File: config.mk
export PLATFORM = sky130hd
export DESIGN_NAME = fcr_fan_config_regs
export DESIGN_NICKNAME = d
export VERILOG_FILES = /design/src/fcr_fan_config_regs.v
export VERILOG_INCLUDE_DIRS = /design/src
export SDC_FILE = /design/constraint.sdc
export NUM_CORES = 1
export LEC_CHECK = 0
export ABC_CLOCK_PERIOD_IN_PS = 2200
export BUFFER_PORTS_ARGS = -buffer_cell sky130_fd_sc_hd__clkbuf_2
export CORE_AREA = 8 8 130 132
export DETAILED_ROUTE_END_ITERATION = 10
export DIE_AREA = 0 0 138 140
export PLACE_DENSITY = 0.8
export REMOVE_ABC_BUFFERS = 1
export SLEW_MARGIN = 20
export SYNTH_ARGS = -nofsm -noshare
export SYNTH_HDL_FRONTEND = slang
export SYNTH_SLANG_ARGS = --single-unit
File: constraint.sdc
create_clock -name clock -period 2.2 [get_ports clock]
set_input_delay 0.11 -clock clock [delete_from_list [all_inputs] [get_ports clock]]
set_output_delay 0.11 -clock clock [all_outputs]
set_load 0.005 [all_outputs]
File: src/fcr_defs.vh
// Constants for the fan control configuration and runtime register bank
// Operation
// - Runtime block 16-byte aligned, low four bits select
// - Base low byte bits 3-0 read zero
// - Base address bytes at 60h/61h, reset zero
// - Fan control registers decoded at 00h-03h
// - Fan monitor registers decoded at 06h-0Bh
// - Activate at 30h, read/write, resets inactive
// - Inactive device blocks runtime register access
// - Interrupt select at 70h, read/write, reset zero
// - Interrupt kind 71h: only bit 1 writable
// - 74h and 75h always read 04h
// - Config bits 2 and 5 enable monitors
// - Config bits 3 and 6 enable controls
// - Config bits 4 and 7 enable invert
// - Bit 0 with inactive device floats pins
// - Fan config resets zero, bit 1 reserved
`ifndef FCR_DEFS_VH
`define FCR_DEFS_VH

// Bus address layout: bits 19-18 pick the space
`define FCR_ADDR_W 20
`define FCR_SPACE_CFG 2'h0
`define FCR_SPACE_IO 2'h1
`define FCR_RESP_OKAY 2'h0
`define FCR_RESP_DECERR 2'h3

// Configuration indices (byte address is four times the index)
`define FCR_IDX_ACTIVATE 8'h30
`define FCR_IDX_BASE_HI 8'h60
`define FCR_IDX_BASE_LO 8'h61
`define FCR_IDX_IRQ_SEL 8'h70
`define FCR_IDX_IRQ_KIND 8'h71
`define FCR_IDX_DMA_A 8'h74
`define FCR_IDX_DMA_B 8'h75
`define FCR_IDX_FAN_CFG 8'hF0

// Runtime offsets within the 16-byte block (byte address four times)
`define FCR_OFF_PRESCALE0 4'h0
`define FCR_OFF_DUTY0 4'h1
`define FCR_OFF_PRESCALE1 4'h2
`define FCR_OFF_DUTY1 4'h3
`define FCR_OFF_THRESH0 4'h6
`define FCR_OFF_SPEED0 4'h7
`define FCR_OFF_CTRL0 4'h8
`define FCR_OFF_THRESH1 4'h9
`define FCR_OFF_SPEED1 4'hA
`define FCR_OFF_CTRL1 4'hB

// Reset values and write masks
`define FCR_RST_ZERO 8'h00
`define FCR_RST_IRQ_KIND 8'h03
`define FCR_IRQ_KIND_WMASK 8'h02
`define FCR_DMA_NONE 8'h04
`define FCR_BASE_LO_WMASK 8'hF0
`define FCR_FAN_CFG_WMASK 8'hFD
`define FCR_MON_CS_WMASK 8'hF0

// Fan configuration field positions
`define FCR_CFG_FLOAT 0
`define FCR_CFG_MON0 2
`define FCR_CFG_CTL0 3
`define FCR_CFG_INV0 4
`define FCR_CFG_MON1 5
`define FCR_CFG_CTL1 6
`define FCR_CFG_INV1 7

`endif

File: src/fcr_fan_config_regs.v
// Fan control logical device: configuration space, runtime registers, AXI4-Lite slave
//
// Our own choice: the AXI4-Lite interface to the registers.
`timescale 1ns/1ps
`include "fcr_defs.vh"

module fcr_fan_config_regs (
	input wire clock,
	input wire arst_n,
	// AXI4-Lite slave
	input wire [`FCR_ADDR_W-1:0] s_axi_awaddr,
	input wire [2:0] s_axi_awprot,
	input wire s_axi_awvalid,
	output wire s_axi_awready,
	input wire [31:0] s_axi_wdata,
	input wire [3:0] s_axi_wstrb,
	input wire s_axi_wvalid,
	output wire s_axi_wready,
	output wire [1:0] s_axi_bresp,
	output wire s_axi_bvalid,
	input wire s_axi_bready,
	input wire [`FCR_ADDR_W-1:0] s_axi_araddr,
	input wire [2:0] s_axi_arprot,
	input wire s_axi_arvalid,
	output wire s_axi_arready,
	output wire [31:0] s_axi_rdata,
	output wire [1:0] s_axi_rresp,
	output wire s_axi_rvalid,
	input wire s_axi_rready,
	// Monitor unit state shown to software
	input wire [7:0] mon0Speed,
	input wire [7:0] mon1Speed,
	input wire [3:0] mon0Status,
	input wire [3:0] mon1Status,
	// Settings driven to the fan units
	output wire [7:0] fan0Prescale,
	output wire [7:0] fan0Duty,
	output wire [7:0] fan1Prescale,
	output wire [7:0] fan1Duty,
	output wire [7:0] mon0Threshold,
	output wire [7:0] mon1Threshold,
	output wire [3:0] mon0Control,
	output wire [3:0] mon1Control,
	output wire mon0Enable,
	output wire mon1Enable,
	output wire ctl0Enable,
	output wire ctl1Enable,
	output wire inv0Enable,
	output wire inv1Enable,
	output wire deviceActive,
	output wire [7:0] irqSelect,
	output wire irqKindBit,
	output wire pinsFloat
);

	// Bus handshake state
	reg awReadyQ;
	reg wReadyQ;
	reg bValidQ;
	reg [1:0] bRespQ;
	reg arReadyQ;
	reg rValidQ;
	reg [31:0] rDataQ;
	reg [1:0] rRespQ;
	reg [`FCR_ADDR_W-1:0] awAddrQ;
	reg [7:0] wDataQ;
	reg wLaneQ;

	// Configuration registers
	reg activeQ;
	reg [7:0] baseHiQ;
	reg [7:0] baseLoQ;
	reg [7:0] irqSelQ;
	reg [7:0] irqKindQ;
	reg [7:0] fanCfgQ;
	reg pinsFloatQ;

	// Runtime registers, one entry per channel
	reg [7:0] prescaleQ [0:1];
	reg [7:0] dutyQ [0:1];
	reg [7:0] threshQ [0:1];
	reg [7:0] ctrlQ [0:1];

	// Combinational decode
	wire wrGo;
	wire wrCfg;
	wire wrIo;
	wire [7:0] wrIdx;
	wire [3:0] wrOff;
	wire [7:0] wrData;
	wire [3:0] rdOff;
	reg [7:0] rdByte;
	reg rdOk;

	// Protection codes, strobes 3-1 and data lanes 3-1 are not used:
	// every register is one byte carried in lane 0

	// True when the address lies in the configuration space
	function cfgSpace;
		input [`FCR_ADDR_W-1:0] addr;
		begin
			cfgSpace = (addr[19:18] == `FCR_SPACE_CFG) && (addr[17:10] == 8'h00);
		end
	endfunction

	// True when the address hits the active runtime block
	function ioHit;
		input [`FCR_ADDR_W-1:0] addr;
		input [7:0] hi;
		input [7:0] lo;
		input act;
		begin
			ioHit = (addr[19:18] == `FCR_SPACE_IO) && (addr[17:6] == {hi, lo[7:4]})
				&& act;
		end
	endfunction

	// Write is performed once both address and data are held
	assign wrGo = !awReadyQ && !wReadyQ && !bValidQ;
	assign wrCfg = cfgSpace(awAddrQ);
	assign wrIo = ioHit(awAddrQ, baseHiQ, baseLoQ, activeQ);
	assign wrIdx = awAddrQ[9:2];
	assign wrOff = awAddrQ[5:2];
	assign wrData = wDataQ;
	assign rdOff = s_axi_araddr[5:2];

	// Write address and data channels, taken in either order; response follows both
	always @(posedge clock or negedge arst_n) begin
		if (!arst_n) begin
			awReadyQ <= 1'b1;
			wReadyQ <= 1'b1;
			bValidQ <= 1'b0;
			bRespQ <= `FCR_RESP_OKAY;
			awAddrQ <= {`FCR_ADDR_W{1'b0}};
			wDataQ <= 8'h00;
			wLaneQ <= 1'b0;
		end else begin
			// Address channel
			if (awReadyQ && s_axi_awvalid) begin
				awReadyQ <= 1'b0;
				awAddrQ <= s_axi_awaddr;
			end
			// Data channel
			if (wReadyQ && s_axi_wvalid) begin
				wReadyQ <= 1'b0;
				wDataQ <= s_axi_wdata[7:0];
				wLaneQ <= s_axi_wstrb[0];
			end
			// Response once address and data are both held
			if (wrGo) begin
				bValidQ <= 1'b1;
				bRespQ <= (wrCfg || wrIo) ? `FCR_RESP_OKAY : `FCR_RESP_DECERR;
			end
			// Response taken: both channels open again
			if (bValidQ && s_axi_bready) begin
				bValidQ <= 1'b0;
				awReadyQ <= 1'b1;
				wReadyQ <= 1'b1;
			end
		end
	end

	// Configuration space writes
	always @(posedge clock or negedge arst_n) begin
		if (!arst_n) begin
			activeQ <= 1'b0;
			baseHiQ <= `FCR_RST_ZERO;
			baseLoQ <= `FCR_RST_ZERO;
			irqSelQ <= `FCR_RST_ZERO;
			irqKindQ <= `FCR_RST_IRQ_KIND;
			fanCfgQ <= `FCR_RST_ZERO;
		end else if (wrGo && wrCfg && wLaneQ) begin
			case (wrIdx)
				`FCR_IDX_ACTIVATE: begin
					activeQ <= wrData[0];
				end
				`FCR_IDX_BASE_HI: begin
					baseHiQ <= wrData;
				end
				`FCR_IDX_BASE_LO: begin
					baseLoQ <= wrData & `FCR_BASE_LO_WMASK;
				end
				`FCR_IDX_IRQ_SEL: begin
					irqSelQ <= wrData;
				end
				`FCR_IDX_IRQ_KIND: begin
					irqKindQ <= (irqKindQ & ~`FCR_IRQ_KIND_WMASK)
						| (wrData & `FCR_IRQ_KIND_WMASK);
				end
				`FCR_IDX_FAN_CFG: begin
					fanCfgQ <= wrData & `FCR_FAN_CFG_WMASK;
				end
				`FCR_IDX_DMA_A, `FCR_IDX_DMA_B: begin
					// Fixed no-DMA report: the write is dropped
					fanCfgQ <= fanCfgQ;
				end
				default: begin
					// Unused index: nothing changes
					fanCfgQ <= fanCfgQ;
				end
			endcase
		end
	end

	// Output float when the option is set and the device is inactive
	always @(posedge clock or negedge arst_n) begin
		if (!arst_n) begin
			pinsFloatQ <= 1'b0;
		end else begin
			pinsFloatQ <= fanCfgQ[`FCR_CFG_FLOAT] && !activeQ;
		end
	end

	// Per-channel runtime registers
	genvar ch;
	generate
		for (ch = 0; ch < 2; ch = ch + 1) begin : gChan
			wire [3:0] offPre;
			wire [3:0] offDuty;
			wire [3:0] offThr;
			wire [3:0] offCtl;
			assign offPre = (ch == 0) ? `FCR_OFF_PRESCALE0 : `FCR_OFF_PRESCALE1;
			assign offDuty = (ch == 0) ? `FCR_OFF_DUTY0 : `FCR_OFF_DUTY1;
			assign offThr = (ch == 0) ? `FCR_OFF_THRESH0 : `FCR_OFF_THRESH1;
			assign offCtl = (ch == 0) ? `FCR_OFF_CTRL0 : `FCR_OFF_CTRL1;

			// Writes at unused offsets match none of these and change nothing
			always @(posedge clock or negedge arst_n) begin
				if (!arst_n) begin
					prescaleQ[ch] <= `FCR_RST_ZERO;
					dutyQ[ch] <= `FCR_RST_ZERO;
					threshQ[ch] <= `FCR_RST_ZERO;
					ctrlQ[ch] <= `FCR_RST_ZERO;
				end else if (wrGo && wrIo && wLaneQ) begin
					if (wrOff == offPre) begin
						prescaleQ[ch] <= wrData;
					end
					if (wrOff == offDuty) begin
						dutyQ[ch] <= wrData;
					end
					if (wrOff == offThr) begin
						threshQ[ch] <= wrData;
					end
					if (wrOff == offCtl) begin
						ctrlQ[ch] <= wrData & `FCR_MON_CS_WMASK;
					end
				end
			end
		end
	endgenerate

	// Read data selection for the address offered on the read channel
	always @* begin
		rdByte = 8'h00;
		rdOk = 1'b0;
		// Configuration space, picked by index
		if (cfgSpace(s_axi_araddr)) begin
			rdOk = 1'b1;
			case (s_axi_araddr[9:2])
				`FCR_IDX_ACTIVATE: rdByte = {7'h00, activeQ};
				`FCR_IDX_BASE_HI: rdByte = baseHiQ;
				`FCR_IDX_BASE_LO: rdByte = baseLoQ & `FCR_BASE_LO_WMASK;
				`FCR_IDX_IRQ_SEL: rdByte = irqSelQ;
				`FCR_IDX_IRQ_KIND: rdByte = irqKindQ;
				`FCR_IDX_DMA_A: rdByte = `FCR_DMA_NONE;
				`FCR_IDX_DMA_B: rdByte = `FCR_DMA_NONE;
				`FCR_IDX_FAN_CFG: rdByte = fanCfgQ;
				default: rdByte = 8'h00;
			endcase
		end else if (ioHit(s_axi_araddr, baseHiQ, baseLoQ, activeQ)) begin
			// Runtime block, reachable only while active
			rdOk = 1'b1;
			case (rdOff)
				`FCR_OFF_PRESCALE0: rdByte = prescaleQ[0];
				`FCR_OFF_DUTY0: rdByte = dutyQ[0];
				`FCR_OFF_PRESCALE1: rdByte = prescaleQ[1];
				`FCR_OFF_DUTY1: rdByte = dutyQ[1];
				`FCR_OFF_THRESH0: rdByte = threshQ[0];
				`FCR_OFF_SPEED0: rdByte = mon0Speed;
				`FCR_OFF_CTRL0: rdByte = {ctrlQ[0][7:4], mon0Status};
				`FCR_OFF_THRESH1: rdByte = threshQ[1];
				`FCR_OFF_SPEED1: rdByte = mon1Speed;
				`FCR_OFF_CTRL1: rdByte = {ctrlQ[1][7:4], mon1Status};
				default: rdByte = 8'h00;
			endcase
		end
	end

	// Read channel: data registered at the address handshake
	always @(posedge clock or negedge arst_n) begin
		if (!arst_n) begin
			arReadyQ <= 1'b1;
			rValidQ <= 1'b0;
			rDataQ <= 32'h00000000;
			rRespQ <= `FCR_RESP_OKAY;
		end else begin
			if (arReadyQ && s_axi_arvalid) begin
				arReadyQ <= 1'b0;
				rValidQ <= 1'b1;
				rDataQ <= {24'h000000, rdByte};
				rRespQ <= rdOk ? `FCR_RESP_OKAY : `FCR_RESP_DECERR;
			end
			if (rValidQ && s_axi_rready) begin
				rValidQ <= 1'b0;
				arReadyQ <= 1'b1;
			end
		end
	end

	// Port drive, all from flip-flops
	assign s_axi_awready = awReadyQ;
	assign s_axi_wready = wReadyQ;
	assign s_axi_bvalid = bValidQ;
	assign s_axi_bresp = bRespQ;
	assign s_axi_arready = arReadyQ;
	assign s_axi_rvalid = rValidQ;
	assign s_axi_rdata = rDataQ;
	assign s_axi_rresp = rRespQ;

	// Runtime settings to the fan units
	assign fan0Prescale = prescaleQ[0];
	assign fan0Duty = dutyQ[0];
	assign fan1Prescale = prescaleQ[1];
	assign fan1Duty = dutyQ[1];
	assign mon0Threshold = threshQ[0];
	assign mon1Threshold = threshQ[1];
	assign mon0Control = ctrlQ[0][7:4];
	assign mon1Control = ctrlQ[1][7:4];

	// Unit enables from the fan configuration byte
	assign mon0Enable = fanCfgQ[`FCR_CFG_MON0];
	assign mon1Enable = fanCfgQ[`FCR_CFG_MON1];
	assign ctl0Enable = fanCfgQ[`FCR_CFG_CTL0];
	assign ctl1Enable = fanCfgQ[`FCR_CFG_CTL1];
	assign inv0Enable = fanCfgQ[`FCR_CFG_INV0];
	assign inv1Enable = fanCfgQ[`FCR_CFG_INV1];

	// Configuration state
	assign deviceActive = activeQ;
	assign irqSelect = irqSelQ;
	assign irqKindBit = irqKindQ[1];
	assign pinsFloat = pinsFloatQ;

endmodule // fcr_fan_config_regs

# == After elaboration in Yosys (flattened, before gate mapping) ==
# Index checks and enable logic that the tools add are counted.
# word_totals
register_bits,139
input_bits,113
out_inout_bits,114
elab_cells,127
# op_classes
n_eq_ne,34
muxes,18
bitwise_logic,1
reduce_logical,48
# op_table
op,n
$eq A8 B7 Y1 const B,10
$pmux W8 S10,1
$pmux W8 S7,1
$eq A4 B4 Y1 const B,7
$reduce_and A2 Y1,14
$eq A12 B12 Y1,2
$logic_and A1 B1 Y1,18
$eq A4 B2 Y1 const B,4
$eq A8 B6 Y1 const B,2
$eq A8 B8 Y1 const B,2
$logic_not A8 Y1,2
$mux W8,2
$eq A4 B3 Y1 const B,3
$mux W1,12
$eq A4 B1 Y1 const B,2
$logic_not A4 Y1,2
$or A8 B2 Y8,1
$reduce_bool A2 Y1,4
$eq A2 B1 Y1 const B,2
$logic_not A1 Y1,4
$logic_not A2 Y1,2
$mux W2,2
$reduce_or A2 Y1,1
$logic_or A1 B1 Y1,1

# == Longest topological paths before layout ==
# depth
depth_word,6
depth_mapped,7

# == Worst setup path before layout ==
# Ideal clock, no wire load.
# synth_timing
kind,reg2reg
start,reg awAddrQ[12]
end,reg irqSelQ[0] (netlist: irqSelect[0])
setup_time_ns,0.125
arrival_time_ns,1.919
required_ns,2.075
setup_slack_ns,0.157
path_stages_with_launch,7
n_path_buf,1
period_less_slack_ns,2.043
path_cell_list,dfrtp_1 > or4_1 > nor4_2 > and3_2 > buf_6 > nand3_4 > mux2_2
# synth_via
elab_chain_len,5
# synth_rtl
element,line,source
"start, declared",fcr_fan_config_regs.v:65,reg [`FCR_ADDR_W-1:0] awAddrQ;
"start signal, assigned",fcr_fan_config_regs.v:134,awAddrQ <= {`FCR_ADDR_W{1'b0}};
"start signal, assigned",fcr_fan_config_regs.v:141,awAddrQ <= s_axi_awaddr;
$logic_not A8 Y1,fcr_fan_config_regs.v:102,cfgSpace = (addr[19:18] == `FCR_SPACE_CFG) && (addr[17:10] == 8'h00);
$logic_and A1 B1 Y1,fcr_fan_config_regs.v:102,
$logic_and A1 B1 Y1 (2 in a row),fcr_fan_config_regs.v:172,end else if (wrGo && wrCfg && wLaneQ) begin
$reduce_and A2 Y1 (no line),--,
"end signal, assigned",fcr_fan_config_regs.v:169,irqSelQ <= `FCR_RST_ZERO;
"end signal, assigned",fcr_fan_config_regs.v:184,irqSelQ <= wrData;
"end, declared",fcr_fan_config_regs.v:73,reg [7:0] irqSelQ;
# No other way between the ends.
# A chain may end at the register's enable or synchronous reset.

# == Final worst setup path ==
# layout_timing
start,reg bValidQ (netlist: s_axi_bvalid)
end,reg threshQ (netlist bit mon1Threshold[1])
# layout_via
elab_chain_len,5
# layout_rtl
element,line,source
"start, declared",fcr_fan_config_regs.v:59,reg bValidQ;
"start signal, assigned",fcr_fan_config_regs.v:132,bValidQ <= 1'b0;
"start signal, assigned",fcr_fan_config_regs.v:151,bValidQ <= 1'b1;
"start signal, assigned",fcr_fan_config_regs.v:156,bValidQ <= 1'b0;
$logic_not A1 Y1,fcr_fan_config_regs.v:119,assign wrGo = !awReadyQ && !wReadyQ && !bValidQ;
$logic_and A1 B1 Y1,fcr_fan_config_regs.v:119,
$logic_and A1 B1 Y1 (2 in a row),fcr_fan_config_regs.v:234,end else if (wrGo && wrIo && wLaneQ) begin
$reduce_and A2 Y1 (no line),--,
"end signal, assigned by index",fcr_fan_config_regs.v:232,threshQ[ch] <= `FCR_RST_ZERO;
"end signal, assigned by index",fcr_fan_config_regs.v:242,threshQ[ch] <= wrData;
"end, declared",fcr_fan_config_regs.v:81,reg [7:0] threshQ [0:1];
# No other way between the ends.

==> impl_results.md <==
- Unrepaired setup endpoints after global routing: true
- Clock Tree Root: clkbuf_16
- RePlAce Congestion: ~0.9
- Slew margin rel.: 0.438
- Final Hold Fails: 0
- R2R depth: 6
- Clock sink count: between 100 and 150
- TritonCTS buffer count: 17
- TritonCTS clock tree: yes
- Clock Latency Late Sink: 0.42 ns
- Vias in the first global route: approximately 5,800
- Post-synthesis sequential area ratio: 0.480
- EDFF count, synth: 0
- Initial core utilization: 0.449
- Total global-route track usage: 0.221
- Hold Path End: s_axi_rdata[1]
- Crit-path max FO: 8
- Row cnt: 45
- Arr. time, crit path: roughly 2.5 ns
- Syn avg cell area: about 12 sq um
- Ys flop type: dfrtp_1
- Core area: between 0.01 and 0.015 sq mm
- Via-to-Cell Ratio: approximately 5.6
- Core Util, Final: 0.598
- Internal reg-to-reg setup slack: ~0.0022 ns
- Fin cells: roughly 980
- Full die area: between 0.015 and 0.02 sq mm
- WHS Path Cells: 5
- Num ports: between 200 and 250
- Final setup fails: 0
- First-pass DRT Iterations: 5
- Hold path start: mon0Status[1]
- IO Port Bufs: roughly 170
- Part of the cycle the worst path needs: 0.999
- Ys async rst share: 1.00
- H-tree depth: 4
- Dpl hpwl: 15,300 um
- Die W: 138 um
- Most common cell after layout, fill and taps aside: clkbuf_2
- DRC: 0
- Critical Path End Type: flip-flop
- Slew @ Worst Pin: approximately 0.84 ns
- Data required time of the critical path: around 2.5 ns
- Clock Skew: 0.00928 ns
- Initial antenna violation count: 0
- Fin crit period: ~2.2 ns
- Achievable frequency: ~0.45 GHz
- Via count: between 5,000 and 6,000
- Cell count after synthesis: 554
- DIE HEIGHT: 140 um
- Highest routed metal layer: met4
- Power Density: ~860 mW/mm^2
- Metal-1 WL: between 8000 and 9000 um
- Post-DR wirelength/cell: 22.7 um
- Syn Std Cell Area: around 0.0067 sq mm
- Layout cells sized above 1: 0.483
- First-pass GRT wire length: between 30,000 and 40,000 um
- Drt total wl: 22,200 um
- Status: finished clean
- Largest net degree at the start of global routing: 53
- Hold Path Class: input pin to flip-flop
- WL met3: between 1500 and 2000 um
- Final nets: ~890
- Leak: ~4.4 nW
- FF+latch count, synth: about 130
- VDD IR max: between 400 and 500 uV
- Clock slew at reported path FFs: 0.06 ns
- Critical Path Start Type: flip-flop
- Initial DRC count: around 430
- Synth unique cells: 65
- Reg-to-reg endpoint: mon1Threshold[1]
- Max-cap violations: 0
- Placed Cells: a little over 900
- Area Overhead vs Synth: 33.1%
- Syn. warnings: 0
- Most frequent cells in the layout: 164 x clkbuf_2, 123 x dfrtp_1, 118 x mux2_2
- Crit Path Category: flip-flop to flip-flop
- Remaining global-route overflow: 0
- Count of antenna-violating nets left after detailed routing: 0
- Worst r2r src: s_axi_bvalid
- Routed wl met2: 10,600 um
- Longest Clk Path Bufs: 2
- Final Max Tran Viols: 0
## cells in the mapped netlist (all sizes together) (3+ instances only)
cell / instances / area [sq um]
dfrtp: 124 / 3100
mux2: 118 / 1330
buf: 45 / 282
nand2: 26 / 105
xnor2: 24 / 210
mux2i: 23 / 230
o21ai: 17 / 85.1
a22oi: 14 / 105
nand3: 14 / 100
clkbuf: 13 / 48.8
nor2: 13 / 48.8
inv: 11 / 41.3
nand4: 8 / 56.3
nor2b: 8 / 50.1
nor4: 7 / 77.6
nor4b: 6 / 58.8
or4: 6 / 45.0
a21oi: 5 / 25.0
o22ai: 5 / 31.3
a221oi: 4 / 35.0
and3: 4 / 26.3
dfstp: 4 / 105
nand2b: 4 / 25.0
a211oi: 3 / 22.5
a31oi: 3 / 18.8
a32oi: 3 / 26.3
and3b: 3 / 26.3
nand3b: 3 / 26.3
nand4b: 3 / 32.5
nor3: 3 / 15.0
o31ai: 3 / 22.5
o32ai: 3 / 26.3
## state kept, by name, summed over array words and instances, names as in the netlist, 4 cells and up
name and count:
wDataQ 8, irqSelect 8, mon1Threshold 8, awAddrQ 18
mon0Control 4, baseHiQ 8, fan0Duty 8, fanCfgQ 7
baseLoQ 4, mon0Threshold 8, s_axi_rdata 8, mon1Control 4
fan0Prescale 8, fan1Prescale 8, fan1Duty 8
## power breakdown
| group | total [mW] | internal [mW] | switching [mW] |
|---|---|---|---|
| clock network | 2.99 | 1.92 | 1.07 |
| registers | 3.34 | 2.67 | 0.675 |
| logic | 1.30 | 0.683 | 0.615 |
## per-stage QoR
step                      power, mW  TNS [ns]  hold slack, ns  worst slack (ns)  cell area, sq um
after floorplan                3.74         0          -0.186             0.178              6430
after global placement         4.38         0           0.126            0.0624              7820
after detailed placement       4.43         0           0.133            0.0220              7820
after CTS                      7.48         0           0.180           0.00789              8820
after global routing           7.87     -1.07           0.199           -0.0381              8880
final                          7.63         0           0.190           0.00218              8890
## what timing repair did
action,CTS,global route
pin swaps,0,4
gates resized for setup,1,12
hold buffers,36,0
endpoints found under the setup margin,16,64
buffers inserted,0,2
hold endpoints to repair,69,0
## logic make-up after synthesis
kind of cell / synth area share
XOR/XNOR: 0.0315
multiplexers: 0.240
buffers and inverters: 0.0556
AO/OA/AOI/OAI: 0.0787
other: 0.000562
AND/OR/NAND/NOR: 0.113
flip-flops: 0.480
## cell type report
class | count | area, sq um
fillers | 1170 | 5980
multi-input cells | 380 | 3240
flip-flops and latches | 128 | 3210
repair buffers | 238 | 1530
clock buffers | 18 | 439
well taps | 188 | 235
clock inverters | 14 | 189
inverters | 11 | 41.3
diodes | 1 | 2.50
## worst max-delay path by stage
stage,startpoint,endpoint,cells past startpoint
after floorplan,awAddrQ[12],irqSelect[0],5
after global placement,awAddrQ[13],irqSelect[2],5
after detailed placement,awAddrQ[13],irqSelect[0],5
after CTS,s_axi_awready,mon1Control[1],6
after global routing,s_axi_bvalid,fan1Prescale[3],6
final,s_axi_bvalid,mon1Threshold[1],6
## critical path: stages (launching register included)
cell and delay (ns):
dfrtp_2 0.45, nor4b_4 0.36, nand3_2 0.16, nor4_4 0.31, buf_12 0.18, nand3b_2 0.25, mux2_2 0.37
## per-layer routing
metal,up-vias,GRT usage
met5,-,0
met4,0,0.125
met3,61,0.0605
met2,270,0.357
met1,2732,0.262
li1,2455,-
Note: power is estimated with default switching activity, not from simulation.
